## config.mk

```make
export PLATFORM = sky130hd
export DESIGN_NAME = cdseq_top
export DESIGN_NICKNAME = d
export VERILOG_FILES = /design/src/cdseq_pkg.sv /design/src/cdseq_top.sv /design/src/cdseq_chop_osc.sv
export SDC_FILE = /design/constraint.sdc
export NUM_CORES = 1
export LEC_CHECK = 0
export ABC_AREA = 1
export BUFFER_PORTS_ARGS = -buffer_cell sky130_fd_sc_hd__buf_4
export CELL_PAD_IN_SITES_DETAIL_PLACEMENT = 0
export CELL_PAD_IN_SITES_GLOBAL_PLACEMENT = 2
export CORE_MARGIN = 2
export CORE_UTILIZATION = 35
export CTS_CLUSTER_DIAMETER = 150
export CTS_CLUSTER_SIZE = 28
export DETAILED_ROUTE_END_ITERATION = 10
export GPL_TIMING_DRIVEN = 0
export PLACE_DENSITY_LB_ADDON = 0.1
export SLEW_MARGIN = 40
export SYNTH_ARGS = -nofsm -noshare
export SYNTH_HDL_FRONTEND = slang
export SYNTH_SLANG_ARGS = --single-unit
```

## constraint.sdc

```tcl
create_clock -name i_clk -period 2.3 [get_ports i_clk]
set_input_delay 0 -clock i_clk [delete_from_list [all_inputs] [get_ports i_clk]]
set_output_delay 0 -clock i_clk [all_outputs]
set_load 0.05 [all_outputs]
```

## src/cdseq_pkg.sv

```systemverilog
// Purpose: shared constants for the channel display sequencer
// Assumes: one clock, synchronous inputs
// Notes:   chop period is a count of system clocks
package cdseq_pkg;
  // chop oscillator period in ns and derived cycle count at 5 ns clock
  localparam int CDSEQ_CLK_PERIOD_NS = 5;
  localparam int CDSEQ_CHOP_NS       = 2000;
  localparam int CDSEQ_CHOP_CYC      = (CDSEQ_CHOP_NS + CDSEQ_CLK_PERIOD_NS - 1)
                                       / CDSEQ_CLK_PERIOD_NS;
  // blanking pulse length in ns and derived cycle count
  localparam int CDSEQ_BLANK_NS      = 50;
  localparam int CDSEQ_BLANK_CYC     = (CDSEQ_BLANK_NS + CDSEQ_CLK_PERIOD_NS - 1)
                                       / CDSEQ_CLK_PERIOD_NS;
  // reset values of toggle stages
  localparam logic CDSEQ_DISP_RST    = 1'b0;  // 0 selects pair 1&2
  localparam logic CDSEQ_LOW_RST     = 1'b0;  // 0 shows channel 1
  localparam logic CDSEQ_HIGH_RST    = 1'b0;  // 0 shows channel 3
  // display mode encoding
  typedef enum logic [1:0] {
    CDSEQ_MODE_IDLE  = 2'b00,
    CDSEQ_MODE_MIXED = 2'b01,
    CDSEQ_MODE_ADDED = 2'b10
  } cdseq_mode_e;
endpackage

```

## src/cdseq_top.sv

```systemverilog
// Purpose: four-channel display sequencer, gating pairs 1&2 and 3&4
// Assumes: alternate sync is a one-cycle pulse per sweep end
// Notes:   mode selects mixed chop/alternate or alternate of added pairs
//
// Overview of operation
// - mixed: trigger driven by high-pair toggle
// - display toggle flips on each trigger
// - low pair shown: low gate on, high off
// - high pair shown: high gate on, low off
// - mixed order: chop 1&2 twice, 3, 4
// - low chop pulses become inverted blanking
// - added mode: sync shaper active, reshapes sync
// - added mode: low chop oscillator held, silent
// - added mode: low toggle both off, sum
// - added mode: high pair mirrors low pair
// - added mode: trigger once per shaped sync
// - mixed: low chop runs only on low pair
// - mixed: high toggle flips on each sync
`timescale 1ns/1ps
`default_nettype none
module cdseq_top
  import cdseq_pkg::*;
#(
  parameter int CHOP_CYC  = CDSEQ_CHOP_CYC,
  parameter int BLANK_CYC = CDSEQ_BLANK_CYC
) (
  // clock, reset, enable
  input  wire logic        i_clk,
  input  wire logic        i_nrst,
  input  wire logic        i_ce,
  // mode and mainframe sync
  input  wire cdseq_mode_e i_mode,
  input  wire logic        i_alt_sync,
  // channel gates
  output logic             o_gate_ch1,
  output logic             o_gate_ch2,
  output logic             o_gate_ch3,
  output logic             o_gate_ch4,
  output logic             o_gate_low_pair,
  output logic             o_gate_high_pair,
  // blanking toward mainframe, active low
  output logic             o_blank_n
);
  // ----------------------------------------------------------------
  // reset release
  // ----------------------------------------------------------------
  logic rst_s1_q;
  logic rst_n_q;
  always_ff @(posedge i_clk or negedge i_nrst) begin
    if (!i_nrst) begin
      rst_s1_q <= 1'b0;
      rst_n_q  <= 1'b0;
    end else begin
      rst_s1_q <= 1'b1;
      rst_n_q  <= rst_s1_q;
    end
  end

  // ----------------------------------------------------------------
  // mode decode
  // ----------------------------------------------------------------
  wire mode_mixed = (i_mode == CDSEQ_MODE_MIXED);
  wire mode_added = (i_mode == CDSEQ_MODE_ADDED);

  // ----------------------------------------------------------------
  // sync shaper and toggles
  // ----------------------------------------------------------------
  logic sync_shaper_input_q;
  logic sync_shaper_output_q;
  logic display_toggle_high_pair_side_q;
  logic low_pair_toggle_a_q;
  logic high_pair_toggle_output_q;
  logic display_trigger_oscillator;
  logic low_pair_chop_pulse;

  // shaper is a rising-edge detector so a long sync level counts once
  wire shaped_sync = sync_shaper_input_q && !sync_shaper_output_q;

  // high toggle flips per sync in mixed mode; trigger on its falling edge
  wire high_toggle_d = mode_mixed && i_alt_sync
                       ? !high_pair_toggle_output_q : high_pair_toggle_output_q;
  wire high_fall     = high_pair_toggle_output_q && !high_toggle_d;

  // display trigger source depends on mode
  assign display_trigger_oscillator =
      (mode_mixed && high_fall && i_alt_sync)
    | (mode_added && shaped_sync);

  // low pair chop runs only while low pair is displayed
  wire display_toggle_low_pair_side = !display_toggle_high_pair_side_q;
  wire low_pair_osc_hold = !(mode_mixed && display_toggle_low_pair_side);

  cdseq_chop_osc #(
    .PERIOD (CHOP_CYC)
  ) u_low_pair_chop_oscillator (
    .i_clk   (i_clk),
    .i_rst_n (rst_n_q),
    .i_ce    (i_ce),
    .i_run   (!low_pair_osc_hold),
    .o_pulse (low_pair_chop_pulse)
  );

  always_ff @(posedge i_clk or negedge rst_n_q) begin
    if (!rst_n_q) begin
      sync_shaper_input_q             <= 1'b0;
      sync_shaper_output_q            <= 1'b0;
      display_toggle_high_pair_side_q <= CDSEQ_DISP_RST;
      low_pair_toggle_a_q             <= CDSEQ_LOW_RST;
      high_pair_toggle_output_q       <= CDSEQ_HIGH_RST;
    end else if (i_ce) begin
      sync_shaper_input_q       <= mode_added && i_alt_sync;
      sync_shaper_output_q      <= sync_shaper_input_q;
      high_pair_toggle_output_q <= high_toggle_d;
      if (display_trigger_oscillator) begin
        display_toggle_high_pair_side_q <= !display_toggle_high_pair_side_q;
      end
      if (low_pair_chop_pulse) begin
        low_pair_toggle_a_q <= !low_pair_toggle_a_q;
      end
    end
  end

  // ----------------------------------------------------------------
  // gate decode
  // ----------------------------------------------------------------
  // in added mode both halves of each pair toggle are off: both gates on
  wire ch1_d  = mode_added || !low_pair_toggle_a_q;
  wire ch2_d  = mode_added || low_pair_toggle_a_q;
  wire ch3_d  = mode_added || !high_pair_toggle_output_q;
  wire ch4_d  = mode_added || high_pair_toggle_output_q;
  wire low_d  = display_toggle_low_pair_side;
  wire high_d = display_toggle_high_pair_side_q;

  // blanking stretch: each chop pulse gives a fixed low pulse
  localparam int BW = $clog2(BLANK_CYC + 1);
  logic [BW-1:0] blank_cnt_q;
  wire  [BW-1:0] blank_cnt_d = low_pair_chop_pulse ? BW'(BLANK_CYC) :
                               (blank_cnt_q != '0) ? blank_cnt_q - 1'b1 : blank_cnt_q;

  // ----------------------------------------------------------------
  // output registers
  // ----------------------------------------------------------------
  always_ff @(posedge i_clk or negedge rst_n_q) begin
    if (!rst_n_q) begin
      o_gate_ch1       <= 1'b1;
      o_gate_ch2       <= 1'b0;
      o_gate_ch3       <= 1'b1;
      o_gate_ch4       <= 1'b0;
      o_gate_low_pair  <= 1'b1;
      o_gate_high_pair <= 1'b0;
      o_blank_n        <= 1'b1;
      blank_cnt_q      <= '0;
    end else if (i_ce) begin
      o_gate_ch1       <= ch1_d;
      o_gate_ch2       <= ch2_d;
      o_gate_ch3       <= ch3_d;
      o_gate_ch4       <= ch4_d;
      o_gate_low_pair  <= low_d;
      o_gate_high_pair <= high_d;
      blank_cnt_q      <= blank_cnt_d;
      o_blank_n        <= (blank_cnt_d == '0);
    end
  end
endmodule
`default_nettype wire

```

## src/cdseq_chop_osc.sv

```systemverilog
// Purpose: free-running chop oscillator with hold input
// Assumes: i_run synchronous to i_clk
// Notes:   emits a one-cycle pulse every PERIOD cycles while running
`timescale 1ns/1ps
`default_nettype none
module cdseq_chop_osc #(
  parameter int PERIOD = 400
) (
  // clock and reset
  input  wire logic i_clk,
  input  wire logic i_rst_n,
  input  wire logic i_ce,
  // control
  input  wire logic i_run,
  // pulse out
  output logic      o_pulse
);
  localparam int CW = $clog2(PERIOD + 1);
  localparam logic [CW-1:0] LAST = CW'(PERIOD - 1);
  logic [CW-1:0] cnt_q;
  logic          pulse_q;
  wire           wrap = (cnt_q == LAST);

  // held means triggered state with no triggers: counter parked at zero
  always_ff @(posedge i_clk or negedge i_rst_n) begin
    if (!i_rst_n) begin
      cnt_q   <= '0;
      pulse_q <= 1'b0;
    end else if (i_ce) begin
      cnt_q   <= (!i_run || wrap) ? '0 : cnt_q + 1'b1;
      pulse_q <= i_run && wrap;
    end
  end
  assign o_pulse = pulse_q;
endmodule
`default_nettype wire

```

==> results of run 1 <==
-- power by group --
| group | switching, mW | internal (mW) |
|---|---|---|
| Combinational | 0.343 | 0.185 |
| Clock | 0.152 | 0.153 |
| Sequential | 0.0919 | 0.608 |
| Total | 0.587 | 0.946 |
-- final cells by class --
class | instances | area, µm²
fill | 388 | 2120
sequential | 28 | 707
multi-input combinational | 115 | 564
timing repair buffer | 12 | 92.6
inverter | 20 | 75.1
tap | 48 | 60.1
clock buffer | 4 | 55.1
buffer | 3 | 16.3
-- metrics by stage --
stage | hold WS [ps] | area [µm²] | cells | total power, mW
global route | 21.0 | 1570 | 230 | 1.66
finish | 5.35 | 1570 | 230 | 1.53
floorplan | -296 | 1360 | 166 | 1.10
CTS | 0.418 | 1570 | 230 | 1.55
global placement | -218 | 1500 | 225 | 1.22
detailed placement | -217 | 1510 | 225 | 1.24
-- worst max-delay path: stages (launching register included) --
cell and delay [ps]:
dfrtp_1 400, ha_1 230, nand2_1 70, nor2_1 80, nand3_1 120, nand2_1 90
nand2_1 110, inv_1 140, nor2_1 70
-- synthesized netlist by cell type --
| cell type | number |
|---|---|
| nor2_4 | 2 |
| buf_4 | 1 |
| xor2_1 | 3 |
| dfrtp_1 | 24 |
| ha_1 | 3 |
| conb_1 | 1 |
| o21bai_1 | 1 |
| xnor2_1 | 2 |
| nor2_2 | 1 |
| nor2_1 | 21 |
| a21oi_1 | 1 |
| dfstp_2 | 4 |
| o21a_1 | 2 |
| o22ai_1 | 1 |
| inv_1 | 20 |
| clkbuf_1 | 1 |
| nand2_2 | 2 |
| buf_2 | 1 |
| nand4_1 | 2 |
| nand2_1 | 50 |
| o21ai_0 | 7 |
| nand3_1 | 14 |
| o22a_1 | 1 |
| nand2_4 | 1 |
-- routing by layer --
metal,global-route usage,wire (µm),vias to the layer above
met2,0.240,1180,11
li1,-,-,544
met4,0.0689,56,0
met3,0.0204,47,5
met1,0.191,1300,496
met5,0,0,-
-- path summary, 6_finish.rpt --
kind | cells past startpoint | startpoint | endpoint | slack [ps]
min reg2reg | 0 | rst_n_q | u_low_pair_chop_oscillator.cnt_q[8] | 270
min | 3 | i_alt_sync | sync_shaper_input_q | 5
min in group asynchronous | 2 | i_nrst | rst_n_q | 30
max reg2reg | 8 | u_low_pair_chop_oscillator.cnt_q[1] | u_low_pair_chop_oscillator.cnt_q[6] | 880
max in group asynchronous | 0 | rst_n_q | o_blank_n | 1650
max | 8 | u_low_pair_chop_oscillator.cnt_q[1] | u_low_pair_chop_oscillator.cnt_q[6] | 880
-- repair_timing --
item                                    in CTS  in global routing
endpoints found under the setup margin       0                  0
endpoints found under the hold margin        2                  0
hold buffers                                 1                  0
-- logic make-up after synthesis --
| logic type | share of synthesized area |
|---|---|
| AO/OA/AOI/OAI | 0.0570 |
| XOR/XNOR | 0.0322 |
| flip-flops | 0.518 |
| adder cells (fa/ha/maj) | 0.0276 |
| AND/OR/NAND/NOR | 0.295 |
| buffers and inverters | 0.0671 |
| other | 0.00275 |
==> metrics.txt, run 1 <==
period utilization 0.617; DR WL/cell 11.2 µm; worst vdd ir a little under 500 µV; critical path arrival approximately 1600 ps; fin crit period 1420 ps; RSZ-0062 raised after global routing false; vias in the first global route 1092; Largest register FFs 9; post-synth top area cell dfrtp_1; max-cap violation count 0; endpoints failing setup 0; Root Buffer clkbuf_8; Post-Syn Area around 0.0014 mm²; clock tree sinks 28; drt total wl 2.59 mm; slew margin rel. 0.622; Tightest Pin Transition between 500 and 600 ps; Synth warnings 0; Worst EP required 2470 ps; initial antenna violation count 0; die area approximately 0.0044 mm²; 1st-iter DRT viols between 40 and 50; Synthesized Nets 175; commonest non-fill, non-tap cells in the layout nand2_1, dfrtp_1, nor2_1, inv_1, nand3_1; CTS tree built; Synth area leaders dfrtp_1, nand2_1, dfstp_2; largest reg by FF count u_low_pair_chop_oscillator.cnt_q; pin count of the biggest net entering global routing 27; layout cells sized above 1 0.154; clk buf depth 2; Die H 66.4 µm; Chip Width ~66 µm; CTS Buf Count 3; H-Tree Depth 1; Setup crit start kind flip-flop; critical path class reg -> reg; Regs by FF count u_low_pair_chop_oscillator.cnt_q: 9 flops, blank_cnt_q: 4 flops; GP Congestion 0.731; pre-CTS WS slightly below 900 ps; Max Freq between 700 and 800 MHz; Tot GR Track Use 0.147; power density over cell area a little under 1000 mW/mm²; number of port buffers 11; Fin. Hold Viols 0; DR vias roughly 1100; Ant. Diodes 0; Yosys top cell area share 0.441; antenna-violating nets left 0; min-delay worst type in -> reg; TritonRoute pass-1 iters 4; grt total ovfl 0; Syn Area/Cell ~8.2 µm²; commonest non-fill, non-tap cell in the layout nand2_1; fin nets roughly 190; post-detail-place hpwl around 1.9 mm; Core Area between 0.003 and 0.004 mm²; Distinct cells, synth 24; Setup Skew around 1.9 ps; Leak 0.783 nW; #FFs+latches synth 28; setup_tns 0 ps; status finished, final reports clean; Initial Util 0.369; Worst-path clk slew approximately 90 ps; number of cell rows 22; IO Pins 13; min setup slack post-route 881 ps; CP Capture Type flip-flop; Core Util, Final 0.426; Seq/Total Area, Yosys 0.518; synth-to-layout area growth 15.3%; Vias/cell 4.59; first-pass GRT wire length 4.87 mm; Slew Limit Fails 0; Post-Synthesis Cells 166; clk_lat worst skew 270 ps; Gates resized, CTS repair 0; crit path max fanout 4; setup bufs post-CTS 0; Post-route DRC 0
Note: power is estimated with default switching activity, not from simulation.
==> inputs of run 2 (changes only) <==
--- a/config.mk
+++ b/config.mk
@@ -10,7 +10,7 @@
 export CELL_PAD_IN_SITES_DETAIL_PLACEMENT = 0
 export CELL_PAD_IN_SITES_GLOBAL_PLACEMENT = 2
 export CORE_MARGIN = 2
-export CORE_UTILIZATION = 35
+export CORE_UTILIZATION = 34
 export CTS_CLUSTER_DIAMETER = 150
 export CTS_CLUSTER_SIZE = 28
 export DETAILED_ROUTE_END_ITERATION = 10
==> constraint.sdc (replaced) <==
create_clock -name i_clk -period 1.32 [get_ports i_clk]
set_input_delay 0 -clock i_clk [delete_from_list [all_inputs] [get_ports i_clk]]
set_output_delay 0 -clock i_clk [all_outputs]
set_load 0.05 [all_outputs]
==> run 2 against run 1 <==
Compared with the run above: final cell count rose by 3.0%; count of clock-buffer cells in the layout stayed put; die area is 2.8% higher; sequential cell count unchanged; utilization increased by 2.3 points; sequential share of layout area fell by 2.9 points; non-clock buffer count grew 7; highest routed layer unchanged; clock power rose by 58%; via count up 4.0%.
==> metrics.txt, run 2 (same netlist as run 1, synthesis figures left out) <==
status finished, final reports clean (unchanged); Post-Place Cells 225 (unchanged); post-detail-place hpwl 1.92 mm (about the same); R2R Path End u_low_pair_chop_oscillator.cnt_q[8] (was u_low_pair_chop_oscillator.cnt_q[6]); critical path class reg -> reg (unchanged); GP Congestion 0.739 (was 0.731); commonest non-fill, non-tap cells in the layout nand2_1, dfrtp_1, inv_1, nor2_1, buf_4 (was nand2_1, dfrtp_1, nor2_1, inv_1, nand3_1); synth-to-layout area growth 23.4% (was 15.3%); antenna-violating nets left 0 (unchanged); hold path cells 3 (unchanged); RSZ-0062 raised after global routing true (was false); Slew Limit Fails 0 (unchanged); Vias/cell 4.63 (was 4.59); placed instance area 0.00151 mm² (unchanged); min setup slack post-route 83.5 ps (was 881 ps); Setup crit start kind flip-flop (unchanged); Max Freq 809 MHz (was 705 MHz); fin crit period 1240 ps (was 1420 ps); clock tree sinks 28 (unchanged); Tot GR Track Use 0.146 (was 0.147); endpoints failing setup 0 (unchanged); CTS tree built (unchanged); Initial Util 0.364 (was 0.369); pre-CTS WS -112 ps (was 880 ps); DR vias 1098 (was 1056); slew margin rel. 0.607 (was 0.622); Core Util, Final 0.449 (was 0.426); Largest register FFs 9 (unchanged); post-route insts no fill 237 (was 230); min-delay worst type in -> reg (unchanged); Post-route DRC 0 (unchanged); Ant. Diodes 0 (unchanged); number of cell rows 22 (unchanged); drt total wl 2.76 mm (was 2.59 mm); design area 0.00168 mm² (was 0.00157 mm²); CP Capture Type flip-flop (unchanged); Hold Startpoint i_mode[0] (was i_alt_sync); pin count of the biggest net entering global routing 27 (unchanged); DR WL/cell 11.6 µm (was 11.2 µm); die area 0.00453 mm² (was 0.00440 mm²); Worst-path clk slew 90 ps (about the same); fin nets 199 (was 192); crit path max fanout 3 (was 4); initial antenna violation count 0 (unchanged); IO Pins 13 (unchanged); commonest non-fill, non-tap cell in the layout nand2_1 (unchanged); r2r setup slk 80 ps (was 880 ps); FF-to-FF Start u_low_pair_chop_oscillator.cnt_q[0] (was u_low_pair_chop_oscillator.cnt_q[1]); largest reg by FF count u_low_pair_chop_oscillator.cnt_q (unchanged); Worst R2R Path Depth 9 (was 8); Leak 0.811 nW (was 0.783 nW); TritonRoute pass-1 iters 4 (unchanged); critical path arrival 1450 ps (was 1590 ps); setup_tns 0 ps (unchanged); max-cap violation count 0 (unchanged); fillers 407 (was 388); vias in the first global route 1102 (was 1092); hold worst-path end o_gate_ch1 (was sync_shaper_input_q); grt total ovfl 0 (unchanged); period utilization 0.937 (was 0.617); CTS Buf Count 3 (unchanged); Fin. Hold Viols 0 (unchanged); Root Buffer clkbuf_8 (unchanged); Chip Width 67.3 µm (was 66.4 µm); H-Tree Depth 1 (unchanged); Worst EP required 1530 ps (was 2470 ps); first-pass GRT wire length 4.92 mm (was 4.87 mm); number of port buffers 11 (unchanged); Regs by FF count u_low_pair_chop_oscillator.cnt_q: 9 flops, blank_cnt_q: 4 flops (unchanged); Core Area 0.00374 mm² (was 0.00369 mm²); clk buf depth 2 (unchanged); Setup Skew 1.45 ps (was 1.90 ps); layout cells sized above 1 0.249 (was 0.154); 1st-iter DRT viols 31 (was 48); Tightest Pin Transition 590 ps (was 567 ps); power density over cell area 1680 mW/mm² (was 976 mW/mm²); worst vdd ir 776 µV (was 481 µV); clk_lat worst skew 270 ps (about the same); Die H 67.3 µm (was 66.4 µm)
## run 2: critical path: stages, from the launching register on
cell and delay (ps):
dfrtp_1 430, ha_4 170, nand2_4 50, nor2_4 100
nand2_2 80, nor2_4 110, nand2_1 60, nand2_1 50
inv_1 30, nor2_1 90
## run 2: cell type report
cell class              instances  area (µm²)  area share
multi-input cells             115         619       0.369
well taps                      48        60.1      0.0357
repair buffers                 19         155      0.0923
flip-flops and latches         28         707       0.421
inverters                      20        77.6      0.0462
plain buffers                   3        16.3     0.00968
clock buffers                   4        45.0      0.0268
## run 2: stage by stage
step,hold slack (ps),total power [mW]
final,24.2,2.82
after global routing,26.6,3.05
after CTS,11.4,2.73
after detailed placement,-216,2.16
after global placement,-218,2.13
after floorplan,-296,1.92
## run 2: metal layers
metal / share of wire / GRT usage
met5: 0 / 0
met4: 0.020 / 0.0689
met3: 0.016 / 0.0167
met2: 0.47 / 0.235
met1: 0.49 / 0.196
## run 2: timing repair
item,4_1_cts,5_1_grt
setup buffers,3,3
hold buffers,2,0
hold endpoints to repair,3,0
endpoints found under the setup margin,10,10
resized for setup,5,15
pin swaps,0,3
## run 2: worst max-delay path by stage
stage	startpoint	end	slack, ps	cells after the start
2_1_floorplan	u_low_pair_chop_oscillator.cnt_q[0]	u_low_pair_chop_oscillator.cnt_q[6]	110	8
3_3_place_gp	u_low_pair_chop_oscillator.cnt_q[1]	u_low_pair_chop_oscillator.cnt_q[6]	-110	8
3_5_place_dp	u_low_pair_chop_oscillator.cnt_q[1]	u_low_pair_chop_oscillator.cnt_q[6]	-110	8
4_1_cts	blank_cnt_q[0]	o_blank_n	4	8
5_1_grt	u_low_pair_chop_oscillator.cnt_q[1]	u_low_pair_chop_oscillator.cnt_q[8]	-40	9
6_report	u_low_pair_chop_oscillator.cnt_q[0]	u_low_pair_chop_oscillator.cnt_q[8]	80	9
## run 2: power by group
part / leakage [nW] / total (mW) / internal [mW] / switching, mW
sequential: 0.352 / 1.22 / 1.06 / 0.162
combinational: 0.436 / 1.12 / 0.446 / 0.673
clock: 0.0228 / 0.484 / 0.217 / 0.267
